**src/hw/fdr_pkg.sv**
```systemverilog
package fdr_pkg;
   localparam int NUM_GROUPS     = 4;
   localparam int SIZE_W         = 19;
   localparam int ADDR_W         = 20;
   localparam int QCNT_W         = 5;
   // Mode command encodings
   typedef enum logic [1:0] {FDR_CMD_OFF, FDR_CMD_IMM, FDR_CMD_AUTO, FDR_CMD_NONE} fdr_cmd_t;
   // Reported group state
   typedef enum logic [1:0] {FDR_ST_OFF, FDR_ST_IMM, FDR_ST_AUT} fdr_state_t;
   localparam logic [SIZE_W-1:0] SIZE_DEFAULT  = 19'h04000;  // 16384 samples
   localparam logic [SIZE_W-1:0] SIZE_AUTO_MIN = 19'h00800;  // 2048
   localparam logic [SIZE_W-1:0] SIZE_AUTO_MAX = 19'h40000;  // 262144
   localparam logic [SIZE_W-1:0] SIZE_MAX      = 19'h40000;  // Full buffer after routing
   localparam logic [ADDR_W-1:0] ADDR_DEFAULT  = 20'h00000;  // Trigger location
   localparam logic [3:0]        HW_LIST_DEFAULT = 4'h1;
   localparam int                QUEUE_DEPTH   = 16;
   localparam int                OVR_MARK_SAMPLES = 4;
   localparam logic [2:0]        RESP_CHAN_SW  = 3'h4;       // Software channel number
endpackage

```
**src/hw/fdr_requester.sv**
```systemverilog
`timescale 1ns/10ps
`default_nettype none
// Contract
// Byte length is twice sample size
// Size split evenly over active channels
// Start address signed, zero at trigger
// Round address down by channel resolution
// Immediate command issues one request per group
// Immediate refused in auto mode, flag error
// Report immediate only while transfer outstanding
// Auto request on measurement complete after arm
// Continuous: request per acquired block
// Halt acquisition while no buffer free
// Mark LSB before overrun when enabled
// Continuous address starts at trigger, advances
// Auto size rounds up to power two
// Off command disables both modes
// Query returns state, size, address
// Response route switches immediately
// Queue query returns filled buffer count
// Defaults size 16384, address zero, list 1
// Routing change resets size and address
// Hardware channel n maps to group n+1
// Request held until done, then next
module fdr_requester
   import fdr_pkg::*;
#(
   parameter int QDEPTH = fdr_pkg::QUEUE_DEPTH
)
(
   input  wire logic                             ref_clk,
   input  wire logic                             rstn,
   input  wire fdr_pkg::fdr_cmd_t                cmd,
   input  wire logic [fdr_pkg::NUM_GROUPS-1:0]   cmd_groups,
   input  wire logic                             cmd_size_given,
   input  wire logic [fdr_pkg::SIZE_W-1:0]       cmd_size,
   input  wire logic                             cmd_addr_given,
   input  wire logic [fdr_pkg::ADDR_W-1:0]       cmd_addr,
   input  wire logic                             route_change,
   input  wire logic [11:0]                      group_chans,
   input  wire logic                             arm_acquisition,
   input  wire logic                             continuous_acquisition,
   input  wire logic [fdr_pkg::NUM_GROUPS-1:0]   meas_complete,
   input  wire logic [fdr_pkg::NUM_GROUPS-1:0]   block_acquired,
   input  wire logic [fdr_pkg::NUM_GROUPS-1:0]   xfer_done,
   input  wire logic                             ovr_flag_en,
   input  wire logic [fdr_pkg::NUM_GROUPS-1:0]   ovr_near,
   input  wire logic                             route_set,
   input  wire logic                             route_to_fdc,
   input  wire logic [1:0]                       query_group,
   output logic      [fdr_pkg::NUM_GROUPS-1:0]   xfer_req,
   output logic      [4*fdr_pkg::SIZE_W-1:0]     req_size,
   output logic      [4*(fdr_pkg::SIZE_W+1)-1:0] req_bytes,
   output logic      [4*fdr_pkg::ADDR_W-1:0]     req_addr,
   output logic      [4*fdr_pkg::SIZE_W-1:0]     req_per_chan,
   output logic      [fdr_pkg::NUM_GROUPS-1:0]   acq_halt,
   output logic      [fdr_pkg::NUM_GROUPS-1:0]   lsb_mark,
   output logic                                  cmd_error,
   output logic                                  resp_to_fdc,
   output logic      [2:0]                       resp_chan,
   output fdr_pkg::fdr_state_t                   q_state,
   output logic      [fdr_pkg::SIZE_W-1:0]       q_size,
   output logic      [fdr_pkg::ADDR_W-1:0]       q_addr,
   output logic      [fdr_pkg::QCNT_W-1:0]       q_count
);
   import fdr_pkg::*;

   // Per-group configuration and state
   fdr_state_t                  st_q   [NUM_GROUPS];
   logic [SIZE_W-1:0]           size_q [NUM_GROUPS];
   logic signed [ADDR_W-1:0]    addr_q [NUM_GROUPS];
   logic signed [ADDR_W-1:0]    next_q [NUM_GROUPS];
   logic [QCNT_W-1:0]           cnt_q  [NUM_GROUPS];
   logic [NUM_GROUPS-1:0]       first_q;
   logic [NUM_GROUPS-1:0]       armed_q;
   logic [NUM_GROUPS-1:0]       mc_prev_q;

   // Channel count per group, decoded from a 3-bit field
   function automatic logic [2:0] chan_count(input logic [2:0] f);
      chan_count = (f == 3'h0) ? 3'h1 : f;
   endfunction

   logic [SIZE_W-1:0]        eff_size;
   logic signed [ADDR_W-1:0] eff_addr;
   // omitted parameters take defaults
   assign eff_size = cmd_size_given ? cmd_size : SIZE_DEFAULT;
   assign eff_addr = cmd_addr_given ? cmd_addr : ADDR_DEFAULT;

   // group g serves hardware channel g
   genvar g;
   generate
      for (g = 0; g < NUM_GROUPS; g++) begin : grp
         logic [SIZE_W-1:0]        rsize;
         logic signed [ADDR_W-1:0] raddr;
         logic                     sel;
         logic                     mc_rise;
         logic                     blk_evt;
         logic                     push;
         logic                     pop;
         logic                     full;
         assign sel     = cmd_groups[g];
         assign mc_rise = meas_complete[g] && !mc_prev_q[g];
         // continuous mode counts blocks, single shot counts completion
         assign blk_evt = (st_q[g] == FDR_ST_AUT) && armed_q[g] &&
                          (continuous_acquisition ? block_acquired[g] : mc_rise);
         assign full    = (cnt_q[g] == QCNT_W'(QDEPTH));
         assign push    = blk_evt && !full;
         assign pop     = xfer_done[g] && (cnt_q[g] != '0);

         fdr_round u_round (
            .auto_mode    (cmd == FDR_CMD_AUTO),
            .size_in      (eff_size),
            .addr_in      (eff_addr),
            .active_chans (chan_count(group_chans[3*g +: 3])),
            .size_out     (rsize),
            .addr_out     (raddr),
            .per_chan     ()
         );

         // Mode and parameter registers
         always_ff @(posedge ref_clk) begin
            if (!rstn) begin
               st_q[g]   <= FDR_ST_OFF;
               size_q[g] <= SIZE_DEFAULT;
               addr_q[g] <= ADDR_DEFAULT;
            end else if (route_change) begin
               // routing restores full size, zero address
               size_q[g] <= SIZE_MAX;
               addr_q[g] <= ADDR_DEFAULT;
            end else if (sel && cmd == FDR_CMD_OFF) begin
               // off clears both modes
               st_q[g] <= FDR_ST_OFF;
            end else if (sel && cmd == FDR_CMD_IMM && st_q[g] != FDR_ST_AUT) begin
               // immediate takes rounded address, size as given
               st_q[g]   <= FDR_ST_IMM;
               size_q[g] <= rsize;
               addr_q[g] <= raddr;
            end else if (sel && cmd == FDR_CMD_AUTO) begin
               // stored size is already rounded
               st_q[g]   <= FDR_ST_AUT;
               size_q[g] <= rsize;
               addr_q[g] <= raddr;
            end else if (st_q[g] == FDR_ST_IMM && xfer_done[g] && cnt_q[g] == QCNT_W'(1)) begin
               // immediate state ends with its transfer
               st_q[g] <= FDR_ST_OFF;
            end
         end

         // Arming and edge history
         always_ff @(posedge ref_clk) begin
            if (!rstn) begin
               armed_q[g]   <= 1'b0;
               mc_prev_q[g] <= 1'b0;
            end else begin
               mc_prev_q[g] <= meas_complete[g];
               // auto requests wait for arming
               if (arm_acquisition) begin
                  armed_q[g] <= 1'b1;
               end else if (st_q[g] != FDR_ST_AUT) begin
                  armed_q[g] <= 1'b0;
               end
            end
         end

         // Buffer queue count, push and pop in one cycle both counted; a block arriving while full is dropped even with a pop
         always_ff @(posedge ref_clk) begin
            if (!rstn) begin
               cnt_q[g] <= '0;
            end else if (sel && cmd == FDR_CMD_OFF) begin
               cnt_q[g] <= '0;
            end else if (sel && cmd == FDR_CMD_IMM && st_q[g] != FDR_ST_AUT) begin
               cnt_q[g] <= cnt_q[g] + QCNT_W'(!pop);
            end else begin
               // pop on completion, next request follows
               cnt_q[g] <= cnt_q[g] + QCNT_W'(push) - QCNT_W'(pop);
            end
         end

         // Request address tracking
         always_ff @(posedge ref_clk) begin
            if (!rstn) begin
               next_q[g]  <= ADDR_DEFAULT;
               first_q[g] <= 1'b1;
            end else if (arm_acquisition || (sel && cmd != FDR_CMD_NONE)) begin
               first_q[g] <= 1'b1;
               next_q[g]  <= (continuous_acquisition) ? ADDR_DEFAULT : raddr;
            end else if (pop) begin
               // advance one block per request in continuous mode
               if (continuous_acquisition && st_q[g] == FDR_ST_AUT) begin
                  next_q[g] <= next_q[g] + ADDR_W'(size_q[g]);
               end
               first_q[g] <= 1'b0;
            end
         end

         // Request outputs, all registered
         always_ff @(posedge ref_clk) begin
            if (!rstn) begin
               xfer_req[g]                         <= 1'b0;
               req_size[g*SIZE_W +: SIZE_W]        <= '0;
               req_bytes[g*(SIZE_W+1) +: SIZE_W+1] <= '0;
               req_addr[g*ADDR_W +: ADDR_W]        <= '0;
               req_per_chan[g*SIZE_W +: SIZE_W]    <= '0;
               acq_halt[g]                         <= 1'b0;
               lsb_mark[g]                         <= 1'b0;
            end else begin
               // request held while anything queued
               xfer_req[g] <= (cnt_q[g] + QCNT_W'(push) - QCNT_W'(pop)) != '0;
               req_size[g*SIZE_W +: SIZE_W] <= size_q[g];
               // bytes are two per sample
               req_bytes[g*(SIZE_W+1) +: SIZE_W+1] <= {size_q[g], 1'b0};
               // signed offset from trigger; R12: continuous uses tracker
               req_addr[g*ADDR_W +: ADDR_W] <=
                  (continuous_acquisition && st_q[g] == FDR_ST_AUT) ? next_q[g] : addr_q[g];
               // per-channel share
               req_per_chan[g*SIZE_W +: SIZE_W] <=
                  size_q[g] >> ((chan_count(group_chans[3*g +: 3]) == 3'h4) ? 2 :
                                (chan_count(group_chans[3*g +: 3]) == 3'h2) ? 1 : 0);
               // halt in continuous mode while every buffer is taken
               acq_halt[g] <= continuous_acquisition && (cnt_q[g] + QCNT_W'(push)
                              - QCNT_W'(pop)) >= QCNT_W'(QDEPTH);
               // mark LSB only with flagging enabled
               lsb_mark[g] <= ovr_flag_en && ovr_near[g];
            end
         end
      end
   endgenerate

   // immediate while automatic is refused with error
   always_ff @(posedge ref_clk) begin
      if (!rstn) begin
         cmd_error <= 1'b0;
      end else begin
         cmd_error <= 1'b0;
         for (int i = 0; i < NUM_GROUPS; i++) begin
            if (cmd == FDR_CMD_IMM && cmd_groups[i] && st_q[i] == FDR_ST_AUT) begin
               cmd_error <= 1'b1;
            end
         end
      end
   end

   // response route changes at once
   always_ff @(posedge ref_clk) begin
      if (!rstn) begin
         resp_to_fdc <= 1'b0;
         resp_chan   <= 3'h0;
      end else if (route_set) begin
         resp_to_fdc <= route_to_fdc;
         resp_chan   <= route_to_fdc ? RESP_CHAN_SW : 3'h0;
      end
   end

   // query fields; R17: queue count
   always_ff @(posedge ref_clk) begin
      if (!rstn) begin
         q_state <= FDR_ST_OFF;
         q_size  <= '0;
         q_addr  <= '0;
         q_count <= '0;
      end else begin
         q_state <= st_q[query_group];
         q_size  <= size_q[query_group];
         q_addr  <= addr_q[query_group];
         q_count <= cnt_q[query_group];
      end
   end

   // Checks
   immediate_refused_a: assert property (@(posedge ref_clk) disable iff (!rstn)
      (cmd == FDR_CMD_IMM && cmd_groups[1] && st_q[1] == FDR_ST_AUT) |=> cmd_error)
      else $error("immediate in auto not flagged");
   off_clears_a: assert property (@(posedge ref_clk) disable iff (!rstn)
      (cmd == FDR_CMD_OFF && cmd_groups[1] && !route_change) |=> st_q[1] == FDR_ST_OFF)
      else $error("off did not clear group");
   byte_double_a: assert property (@(posedge ref_clk) disable iff (!rstn)
      $past(rstn) |-> req_bytes[SIZE_W:0] == {$past(size_q[0]), 1'b0})
      else $error("byte length not doubled");
   route_resets_a: assert property (@(posedge ref_clk) disable iff (!rstn)
      route_change |=> (size_q[1] == SIZE_MAX && addr_q[1] == ADDR_DEFAULT))
      else $error("routing did not reset buffer");
   resp_route_a: assert property (@(posedge ref_clk) disable iff (!rstn)
      (route_set && route_to_fdc) |=> (resp_to_fdc && resp_chan == RESP_CHAN_SW))
      else $error("response route not switched");
   lsb_gate_a: assert property (@(posedge ref_clk) disable iff (!rstn)
      !ovr_flag_en |=> !lsb_mark[3])
      else $error("lsb marked while disabled");
   req_hold_a: assert property (@(posedge ref_clk) disable iff (!rstn)
      (cnt_q[2] != '0 && !xfer_done[2]) |=> xfer_req[2])
      else $error("request dropped with queue");
   auto_size_a: assert property (@(posedge ref_clk) disable iff (!rstn)
      (cmd == FDR_CMD_AUTO && cmd_groups[1] && !route_change) |=>
      (size_q[1] >= SIZE_AUTO_MIN && (size_q[1] & (size_q[1] - 1'b1)) == '0))
      else $error("auto size not power of two");
   halt_full_a: assert property (@(posedge ref_clk) disable iff (!rstn)
      (continuous_acquisition && cnt_q[0] == QCNT_W'(QDEPTH) && !xfer_done[0]) |=> acq_halt[0])
      else $error("acquisition not halted");
   first_at_trigger_a: assert property (@(posedge ref_clk) disable iff (!rstn)
      (first_q[0] && continuous_acquisition && st_q[0] == FDR_ST_AUT) |-> next_q[0] == ADDR_DEFAULT)
      else $error("first continuous request not at trigger");
   imm_cov: cover property (@(posedge ref_clk) disable iff (!rstn)
      cmd == FDR_CMD_IMM ##[1:4] xfer_req[0]);
   auto_cov: cover property (@(posedge ref_clk) disable iff (!rstn)
      st_q[1] == FDR_ST_AUT && meas_complete[1] ##[1:4] xfer_req[1]);
   halt_cov: cover property (@(posedge ref_clk) disable iff (!rstn) acq_halt[0]);
endmodule
`default_nettype wire

```
**src/hw/fdr_round.sv**
```systemverilog
`timescale 1ns/10ps
`default_nettype none
// Size and address rounding for one group
module fdr_round
   import fdr_pkg::*;
(
   input  wire logic                         auto_mode,
   input  wire logic [fdr_pkg::SIZE_W-1:0]   size_in,
   input  wire logic signed [fdr_pkg::ADDR_W-1:0] addr_in,
   input  wire logic [2:0]                   active_chans,
   output logic      [fdr_pkg::SIZE_W-1:0]   size_out,
   output logic signed [fdr_pkg::ADDR_W-1:0] addr_out,
   output logic      [fdr_pkg::SIZE_W-1:0]   per_chan
);
   // power-of-two size in auto mode
   always_comb begin
      size_out = size_in;
      if (auto_mode) begin
         size_out = SIZE_AUTO_MAX;
         for (int i = 17; i >= 11; i--) begin
            if (size_in <= (SIZE_W'(1) << i)) begin
               size_out = SIZE_W'(1) << i;
            end
         end
      end
   end
   // address resolution by active channel count
   always_comb begin
      case (active_chans)
         3'h1:    addr_out = {addr_in[ADDR_W-1:2], 2'b00};
         3'h2:    addr_out = {addr_in[ADDR_W-1:1], 1'b0};
         default: addr_out = addr_in;
      endcase
   end
   // even split for two or four active channels
   always_comb begin
      case (active_chans)
         3'h2:    per_chan = size_out >> 1;
         3'h4:    per_chan = size_out >> 2;
         default: per_chan = size_out;
      endcase
   end
endmodule
`default_nettype wire

```
**config.mk**
```make
export PLATFORM = sky130hd
export DESIGN_NAME = fdr_requester
export DESIGN_NICKNAME = d
export VERILOG_FILES = /design/src/hw/fdr_pkg.sv /design/src/hw/fdr_requester.sv /design/src/hw/fdr_round.sv
export SDC_FILE = /design/constraint.sdc
export NUM_CORES = 1
export LEC_CHECK = 0
export BUFFER_PORTS_ARGS = -buffer_cell sky130_fd_sc_hd__buf_4
export CELL_PAD_IN_SITES_DETAIL_PLACEMENT = 0
export CELL_PAD_IN_SITES_GLOBAL_PLACEMENT = 1
export CORE_MARGIN = 2
export CORE_UTILIZATION = 35
export DETAILED_ROUTE_END_ITERATION = 10
export PLACE_DENSITY = 0.7
export SLEW_MARGIN = 20
export SYNTH_ARGS = -nofsm -noshare
export SYNTH_HDL_FRONTEND = slang
export SYNTH_HIERARCHICAL = 1
export SYNTH_SLANG_ARGS = --single-unit
```
**constraint.sdc**
```tcl
create_clock -name ref_clk -period 7.1 [get_ports ref_clk]
set_clock_uncertainty 0.2 [all_clocks]
set_input_delay 0.355 -clock ref_clk [delete_from_list [all_inputs] [get_ports ref_clk]]
set_output_delay 0.355 -clock ref_clk [all_outputs]
set_load 0.01 [all_outputs]
```
==> flow_metrics.py, run 1 <==
metrics = {
    "setup_path": {
        "start_kind": "flip-flop",
        "path_cells": "inv_1 > ha_1 > or3b_2 > o21ai_0 > inv_1 > ha_1 > inv_1 > ha_1 > inv_1 > fa_1 > inv_1 > a21oi_1 > nor2_1 > nor2_1 > xnor2_1 > and4_1 > a21oi_1",
        "critical_path.most_common_cell": "inv_1",
        "crit_slowest_cell": "edfxtp_1",
        "cp-end-kind": "flip-flop",
        "cp.arrival_ns": 4.07,
        "critPathBufInv": 5,
        "crit_family": "adder cells",
        "max_stage_delay_ns": 0.49,
        "required_ns": 7.36,
        "cp_max_fo": 6,
        "crit_type": "flip-flop to flip-flop",
    },
    "sta": {
        "hold_viol_final": 0,
        "tightest_slew_ns": 1.06,
        "period_needed_ns": 3.81,
        "timing.fmax_mhz": 262,
        "relSlewSlack": 0.290,
        "finalSetupViolCount": 0,
        "finalWorstSetupSlack_ns": 3.29,
        "fin_hold_ws_ns": 0.0275,
        "slew_viol_final": 0,
        "rsz0062_at_grt": "false",
        "fin_crit_sh": 0.537,
        "fin_tns_setup_ns": 0,
    },
    "grt": {
        "grt_max_degree": 100,
        "track_usage": 0.248,
        "grt_pass1_vias": 22900,
        "grt_first_pass_wirelength_um": 161000,
        "overflow": 0,
        "grt_antenna_before_repair": 14,
    },
    "min_path": {
        "min_path_type": "primary input to flip-flop",
    },
    "clock_tree": {
        "clk_transition_reported_paths_ns": 0.06,
        "cts_resized": 0,
        "cts_hold_buffers": 28,
        "clk_latency_ns": 0.64,
        "cts_made_buffers": 67,
        "post_cts_buffers": 0,
        "root_buffer": "clkbuf_16",
        "cts.htree.levels": 3,
        "cts_tree": "done",
        "cts_buffer_depth": 3,
        "cts_sinks": 564,
    },
    "status": {
        "status": "finished clean",
    },
    "run": {
        "cap_viol_max_count": 0,
    },
    "detailed_routing": {
        "wire_per_inst_um": 24.9,
        "routed_wl_um": 113000,
        "drt-initial-drc-count": 2350,
        "ant_nets": 0,
        "drc": 0,
        "dr.pass1.iters": 6,
        "vias_per_cell": 5.26,
        "num_vias": 23900,
    },
    "layout": {
        "final_common_cell": "buf_4",
        "mostFrequentLayoutCells": "buf_4 (486), nand2_1 (413), and2_1 (322)",
        "syn_to_final_growth_pct": 19.6,
        "nFillCells": 8296,
        "fin_nets": 3549,
        "drive_gt1_frac": 0.205,
    },
    "place": {
        "place_congestion": 0.909,
        "dp_slack_ns": 3.09,
        "dp_hpwl_um": 80800,
        "numPortBuffers": 453,
    },
    "floorplan": {
        "dieArea_mm2": 0.0881,
        "core_area_mm2": 0.0850,
        "initial_utilization": 0.353,
        "dieHeight_um": 297,
        "rows": 107,
        "die_width_um": 297,
        "pin_count": 460,
    },
    "logic_synthesis": {
        "syn_area_mm2": 0.0300,
        "syn_inst": 3088,
        "ys_warn_count": 6,
        "synth_area_per_cell_um2": 9.71,
    },
    "power_and_ir_drop": {
        "p_total_uw": 8720,
        "ir_drop_uv": 169,
        "powerDensity_mw_per_mm2": 243,
        "p_leak_uw": 0.0154,
    },
}
stage by stage:
stage,cell area (um2),util,cells
floorplan,30100,-,3112
finish,35900,0.422,4540
global placement,33200,0.391,4387
CTS,35900,0.422,4536
detailed placement,33200,0.391,4387
global route,35900,0.422,4538
cell type report:
| class | count | area [um2] | area share |
|---|---|---|---|
| multi-input combinational | 2078 | 13800 | 0.384 |
| antenna | 4 | 10.0 | 0.000279 |
| clock inverter | 17 | 213 | 0.00593 |
| clock buffer | 104 | 2140 | 0.0596 |
| tap | 1144 | 1430 | 0.0399 |
| inverter | 115 | 437 | 0.0122 |
| sequential | 564 | 13900 | 0.388 |
| timing repair buffer | 514 | 3930 | 0.110 |
power by group:
group	internal, uW	leakage [uW]	switching (uW)
clock	2170	0.00116	1460
combinational	521	0.00881	731
sequential	3610	0.00539	224
per-layer routing:
| layer | wire length, um | part of all wire | vias up | track usage |
|---|---|---|---|---|
| met5 | 13 | 0.00012 | - | 0 |
| met4 | 3740 | 0.033 | 2 | 0.0940 |
| met3 | 9020 | 0.080 | 168 | 0.0385 |
| met2 | 52900 | 0.47 | 1063 | 0.401 |
| met1 | 47200 | 0.42 | 11600 | 0.334 |
| li1 | - | - | 11100 | - |
path summary, 6_finish.rpt:
check | from | endpoint | slack (ns) | depth (start not counted)
setup / recovery | cnt_q[0][2]$_DFFE_PP_ | xfer_req[0]$_SDFF_PN0_ | 3.29 | 17
hold / removal | group_chans[7] | req_per_chan[56]$_SDFF_PN0_ | 0.03 | 4
setup reg to reg | cnt_q[0][2]$_DFFE_PP_ | xfer_req[0]$_SDFF_PN0_ | 3.29 | 17
hold reg to reg | armed_q[0]$_SDFFE_PN0P_ | armed_q[0]$_SDFFE_PN0P_ | 0.29 | 2
tightest hold or removal path, delay by kind of cell:
kind            cells  cell delay [ns]
compound gates      1             0.09
buf+inv             1             0.13
simple gates        2             0.22
registers in the layout (all words and copies together) (netlist names), 5 cells and up:
signal,flops
q_size,19
st_q,8
req_addr,80
next_q,80
size_q,76
addr_q,80
q_addr,20
cnt_q,20
req_bytes,76
q_count,5
req_per_chan,76
(Power assumes the default switching activity.)
==> inputs of run 2 (changes only) <==
PLACE_DENSITY = 0.72   (was 0.7)
clock period = 3.3 ns   (was 7.1 ns; I/O delays follow)
==> run 2 against run 1 <==
Effect of this change:
- clock power increased by 110%
- fmax rose by 19%
- final cell count increased by 3.2%
==> flow_metrics.py, run 2 (same netlist as run 1, synthesis figures left out) <==
metrics = {
    "status": {
        "status": "finished clean",
    },
    "clock_tree": {
        "clk_transition_reported_paths_ns": 0.06,
        "cts_sinks": 564,
        "cts_tree": "done",
        "root_buffer": "clkbuf_16",
        "cts_buffer_depth": 3,
        "cts.htree.levels": 3,
        "clk_latency_ns": 0.64,
        "cts_made_buffers": 67,
    },
    "sta": {
        "fin_crit_sh": 0.974,
        "period_needed_ns": 3.21,
        "tightest_slew_ns": 1.07,
        "finalSetupViolCount": 0,
        "hold_viol_final": 0,
        "slew_viol_final": 0,
        "relSlewSlack": 0.283,
        "finalWorstSetupSlack_ns": 0.0870,
        "rsz0062_at_grt": "true",
        "timing.fmax_mhz": 311,
    },
    "power_and_ir_drop": {
        "intPower_uw": 13500,
        "seq_power_share": 0.430,
        "ir_drop_uv": 358,
        "p_comb_frac": 0.166,
        "switchingPower_uw": 5330,
        "p_leak_uw": 0.0161,
        "swShare": 0.283,
        "pwr-share-clk": 0.404,
        "powerDensity_mw_per_mm2": 508,
    },
    "detailed_routing": {
        "routed_wl_um": 116000,
        "num_vias": 24900,
        "vias_per_cell": 5.31,
        "ant_nets": 0,
        "drc": 0,
        "dr.pass1.iters": 6,
        "drt-initial-drc-count": 2485,
        "wire_per_inst_um": 24.8,
    },
    "min_path": {
        "holdPathStages": 3,
        "min_path_type": "primary input to flip-flop",
        "worstHoldStart": "query_group[0]",
        "min_to": "q_addr[14]$_SDFF_PN0_",
    },
    "layout": {
        "fin_nets": 3694,
        "nFillCells": 8166,
        "drive_gt1_frac": 0.235,
        "syn_to_final_growth_pct": 23.5,
        "layout.cells.non_filler": 4687,
        "finish.instance_area_mm2": 0.0371,
        "mostFrequentLayoutCells": "buf_4 (604), nand2_1 (413), and2_1 (322)",
        "largestRegisters": "addr_q: 80 flops, next_q: 80 flops, req_addr: 80 flops",
        "final_common_cell": "buf_4",
    },
    "place": {
        "numPortBuffers": 453,
        "dp_hpwl_um": 87800,
        "dp_slack_ns": -0.223,
        "place_congestion": 0.960,
        "dp_cells": 4501,
        "placed_area_mm2": 0.0341,
    },
    "setup_path": {
        "required_ns": 3.44,
        "r2r-start": "cnt_q[0][2]$_DFFE_PP_",
        "crit_type": "flip-flop to flip-flop",
        "r2r_cells": 17,
        "cp-end-kind": "flip-flop",
        "r2r_setup_slack_ns": 0.09,
        "cp.arrival_ns": 3.36,
        "cp_max_fo": 3,
        "rr_endpoint": "cnt_q[0][4]$_DFFE_PP_",
        "start_kind": "flip-flop",
    },
    "grt": {
        "grt_first_pass_wirelength_um": 166000,
        "grt_antenna_before_repair": 18,
        "overflow": 0,
        "track_usage": 0.256,
        "grt_pass1_vias": 23500,
        "grt_max_degree": 65,
    },
    "floorplan": {
        "initial_utilization": 0.353,
        "rows": 107,
        "dieArea_mm2": 0.0881,
        "pin_count": 460,
        "dieHeight_um": 297,
        "die_width_um": 297,
        "core_area_mm2": 0.0850,
    },
    "run": {
        "cap_viol_max_count": 0,
    },
}
## run 2: cell types whose count changed in the layout (fill, tap and decap cells not counted), sizes merged
cell	change
bufinv	-1
clkinv	+6
dlygate4sd3	+24
clkbuf	-4
diode	-1
inv	+2
buf	+121
## run 2: per-stage QoR
step	power (uW)	setup TNS, ns	utilization	hold WS, ns
detailed placement	11200	-0.441	0.401	0.185
global route	19400	-0.148	0.436	0.105
finish	18800	0	0.436	0.0696
global placement	11200	-0.345	0.401	0.184
CTS	18900	0	0.434	0.0552
floorplan	9880	0	-	0.0888
## run 2: worst max path at each step
stage	start	endpoint	slack, ns
after floorplan	cnt_q[0][2]$_DFFE_PP_	xfer_req[0]$_SDFF_PN0_	0.03
after global placement	cnt_q[0][2]$_DFFE_PP_	cnt_q[0][4]$_DFFE_PP_	-0.20
after detailed placement	cnt_q[0][3]$_DFFE_PP_	cnt_q[0][4]$_DFFE_PP_	-0.22
after CTS	cnt_q[0][3]$_DFFE_PP_	cnt_q[0][4]$_DFFE_PP_	0.001
after global routing	cnt_q[0][3]$_DFFE_PP_	cnt_q[0][4]$_DFFE_PP_	-0.07
final	cnt_q[0][2]$_DFFE_PP_	cnt_q[0][4]$_DFFE_PP_	0.09
## run 2: what timing repair did
action | 4_1_cts | 5_1_grt
gates cloned | 0 | 0
resized for setup | 3 | 22
endpoints found under the setup margin | 3 | 10
hold endpoints to repair | 145 | 0
pin swaps | 2 | 6
hold buffers | 52 | 0
setup buffers | 3 | 4
## run 2: power groups by stage
| stage | clock [uW] | sequential (uW) | combinational (uW) |
|---|---|---|---|
| CTS | 7720 | 8080 | 3060 |
| global placement | 0 | 8230 | 2980 |
| floorplan | 0 | 8200 | 1680 |
| detailed placement | 0 | 8230 | 2980 |
| global route | 7940 | 8120 | 3370 |
| finish | 7590 | 8090 | 3130 |
## run 2: per-layer routing
metal  vias to the layer above  GRT usage  share of wire
met4                        16     0.0967          0.039
li1                      11400          -              -
met3                       232     0.0505          0.088
met1                     12100      0.346           0.42
met5                         -          0        0.00091
met2                      1212      0.404           0.45
## run 2: critical path, cell delays in order (launching register included)
cell      delay, ns
edfxtp_1       0.40
inv_2          0.10
ha_4           0.13
or3b_4         0.39
o21ai_4        0.14
inv_2          0.07
ha_4           0.22
inv_4          0.06
ha_4           0.13
inv_2          0.04
fa_2           0.39
inv_1          0.06
a21oi_1        0.06
nor2_1         0.11
nor2_1         0.08
xnor2_2        0.18
buf_4          0.14
o22ai_1        0.06
## run 2: final cells by class
type	instances	area, um2	area share
Clock buffer	100	2030	0.0548
Inverter	115	439	0.0119
Tap cell	1144	1430	0.0386
Antenna cell	3	7.51	0.000203
Timing Repair Buffer	659	5110	0.138
Sequential cell	564	13900	0.376
Clock inverter	24	228	0.00614
Multi-Input combinational cell	2078	13900	0.374
==> inputs of run 3 (changes only) <==
==> constraint.sdc (replaced) <==
create_clock -name ref_clk -period 3.3 [get_ports ref_clk]
set_clock_uncertainty 0.2 [all_clocks]
set_input_delay 0.33 -clock ref_clk [delete_from_list [all_inputs] [get_ports ref_clk]]
set_output_delay 0.33 -clock ref_clk [all_outputs]
set_load 0.01 [all_outputs]
==> run 3 against run 2 <==
Effect of this change:
- die area unchanged
- flip-flop and latch count unchanged
- largest power group unchanged
- routed wire length is 1.2% higher
- global-route usage grew 0.20 points
- highest routed layer unchanged
- critical path depth stayed put
- hold slack worse by 0.036 ns
- clock power increased by 4.9%
- non-clock buffer count is 1 lower
- final cell count hardly changed
- sequential power about the same
- register-to-register slack worse by 0.03 ns
==> flow_metrics.py, run 3 (same netlist as run 1, synthesis figures left out) <==
metrics = {
    "status": {
        "status": "finished clean",
    },
    "detailed_routing": {
        "vias_per_cell": 5.35,
        "drt-initial-drc-count": 2602,
        "dr.pass1.iters": 6,
        "ant_nets": 0,
        "wire_per_inst_um": 25.1,
        "num_vias": 25000,
        "drc": 0,
        "routed_wl_um": 118000,
    },
    "clock_tree": {
        "cts.htree.levels": 3,
        "clk_transition_reported_paths_ns": 0.06,
        "cts_made_buffers": 67,
        "clk_latency_ns": 0.63,
        "cts_tree": "done",
        "cts_sinks": 564,
        "cts_buffer_depth": 3,
        "root_buffer": "clkbuf_16",
    },
    "sta": {
        "finalSetupViolCount": 0,
        "fin_hold_ws_ns": 0.0338,
        "hold_viol_final": 0,
        "slew_viol_final": 0,
        "fin_crit_sh": 0.983,
        "rsz0062_at_grt": "true",
        "tightest_slew_ns": 1.00,
        "period_needed_ns": 3.24,
        "timing.fmax_mhz": 308,
        "relSlewSlack": 0.328,
    },
    "min_path": {
        "min_path_type": "primary input to flip-flop",
        "worstHoldStart": "continuous_acquisition",
    },
    "layout": {
        "mostFrequentLayoutCells": "buf_4 (620), nand2_1 (413), and2_1 (322)",
        "finish.utilization": 0.437,
        "largestRegisters": "addr_q: 80 flops, next_q: 80 flops, req_addr: 80 flops",
        "fin_nets": 3693,
        "drive_gt1_frac": 0.244,
        "final_common_cell": "buf_4",
        "syn_to_final_growth_pct": 24.0,
        "layout.cells.non_filler": 4685,
    },
    "place": {
        "numPortBuffers": 453,
        "dp_hpwl_um": 87900,
        "place_congestion": 0.954,
        "dp_cells": 4512,
    },
    "power_and_ir_drop": {
        "p_comb_frac": 0.164,
        "pwr-share-clk": 0.414,
        "p_leak_uw": 0.0162,
        "switchingPower_uw": 5320,
        "p_total_uw": 19200,
        "seq_power_share": 0.422,
        "powerDensity_mw_per_mm2": 516,
        "ir_drop_uv": 369,
        "swShare": 0.277,
        "intPower_uw": 13900,
    },
    "floorplan": {
        "dieHeight_um": 297,
        "pin_count": 460,
        "initial_utilization": 0.353,
        "dieArea_mm2": 0.0881,
        "core_area_mm2": 0.0850,
        "rows": 107,
        "die_width_um": 297,
    },
    "setup_path": {
        "r2r-start": "cnt_q[0][3]$_DFFE_PP_",
        "cp_max_fo": 2,
        "required_ns": 3.45,
        "cp-end-kind": "flip-flop",
        "start_kind": "flip-flop",
        "worstSetupStartpoint": "cnt_q[0][3]$_DFFE_PP_",
        "crit_type": "flip-flop to flip-flop",
        "cp.arrival_ns": 3.40,
    },
    "grt": {
        "track_usage": 0.258,
        "grt_antenna_before_repair": 12,
        "grt_first_pass_wirelength_um": 168000,
        "grt_max_degree": 134,
        "grt_pass1_vias": 23600,
        "overflow": 0,
    },
    "run": {
        "cap_viol_max_count": 0,
    },
}
## run 3: critical path, cell delays in order (launching register included)
cell      delay, ns
edfxtp_1       0.42
inv_2          0.10
ha_4           0.14
or3b_4         0.39
o21ai_4        0.15
inv_2          0.07
ha_4           0.22
inv_4          0.06
ha_4           0.13
inv_2          0.04
fa_2           0.39
inv_2          0.06
a21oi_2        0.04
nor2_1         0.08
nor2_1         0.06
xnor2_1        0.19
buf_4          0.16
o22ai_2        0.06
## run 3: stage by stage
| stage | cell area [um2] | setup slack, ns | setup TNS (ns) |
|---|---|---|---|
| after floorplan | 30100 | 0.0277 | 0 |
| after global placement | 34200 | -0.107 | -0.163 |
| after detailed placement | 34200 | -0.192 | -0.407 |
| after CTS | 37000 | -0.00934 | -0.00934 |
| after global routing | 37200 | -0.0538 | -0.135 |
| final | 37200 | 0.0565 | 0 |
## run 3: power by group through the flow
stage / Combinational, uW / Clock, uW / Sequential [uW]
after floorplan: 1680 / 0 / 8200
after global placement: 2990 / 0 / 8230
after detailed placement: 2990 / 0 / 8240
after CTS: 3050 / 8090 / 8090
after global routing: 3370 / 8360 / 8130
final: 3140 / 7960 / 8100
## run 3: per-layer routing
metal | global-route usage | vias to the layer above | part of all wire
met5 | 0 | - | 0.00039
li1 | - | 11400 | -
met4 | 0.0862 | 8 | 0.033
met1 | 0.341 | 12100 | 0.41
met2 | 0.414 | 1311 | 0.46
met3 | 0.0597 | 214 | 0.099
## run 3: worst paths after layout
kind	cells after the start	endpoint	slack, ns
max reg2reg	17	cnt_q[0][4]$_DFFE_PP_	0.06
min	3	acq_halt[1]$_SDFF_PN0_	0.03
max	17	cnt_q[0][4]$_DFFE_PP_	0.06
min reg2reg	2	armed_q[1]$_SDFFE_PN0P_	0.30
## run 3: area by class of cell
| type | count | area [um2] |
|---|---|---|
| fillers | 8236 | 47800 |
| flip-flops and latches | 564 | 13900 |
| multi-input cells | 2078 | 13900 |
| repair buffers | 658 | 5100 |
| clock buffers | 95 | 2150 |
| well taps | 1144 | 1430 |
| inverters | 115 | 439 |
| clock inverters | 27 | 250 |
| diodes | 4 | 10.0 |
## run 3: what timing repair did
item                                    in CTS  in global routing
resized for setup                           10                 18
endpoints found under the setup margin       4                 17
pin swaps                                    3                 13
hold buffers                                31                  0
setup buffers                                7                  9
hold endpoints to repair                    55                  0
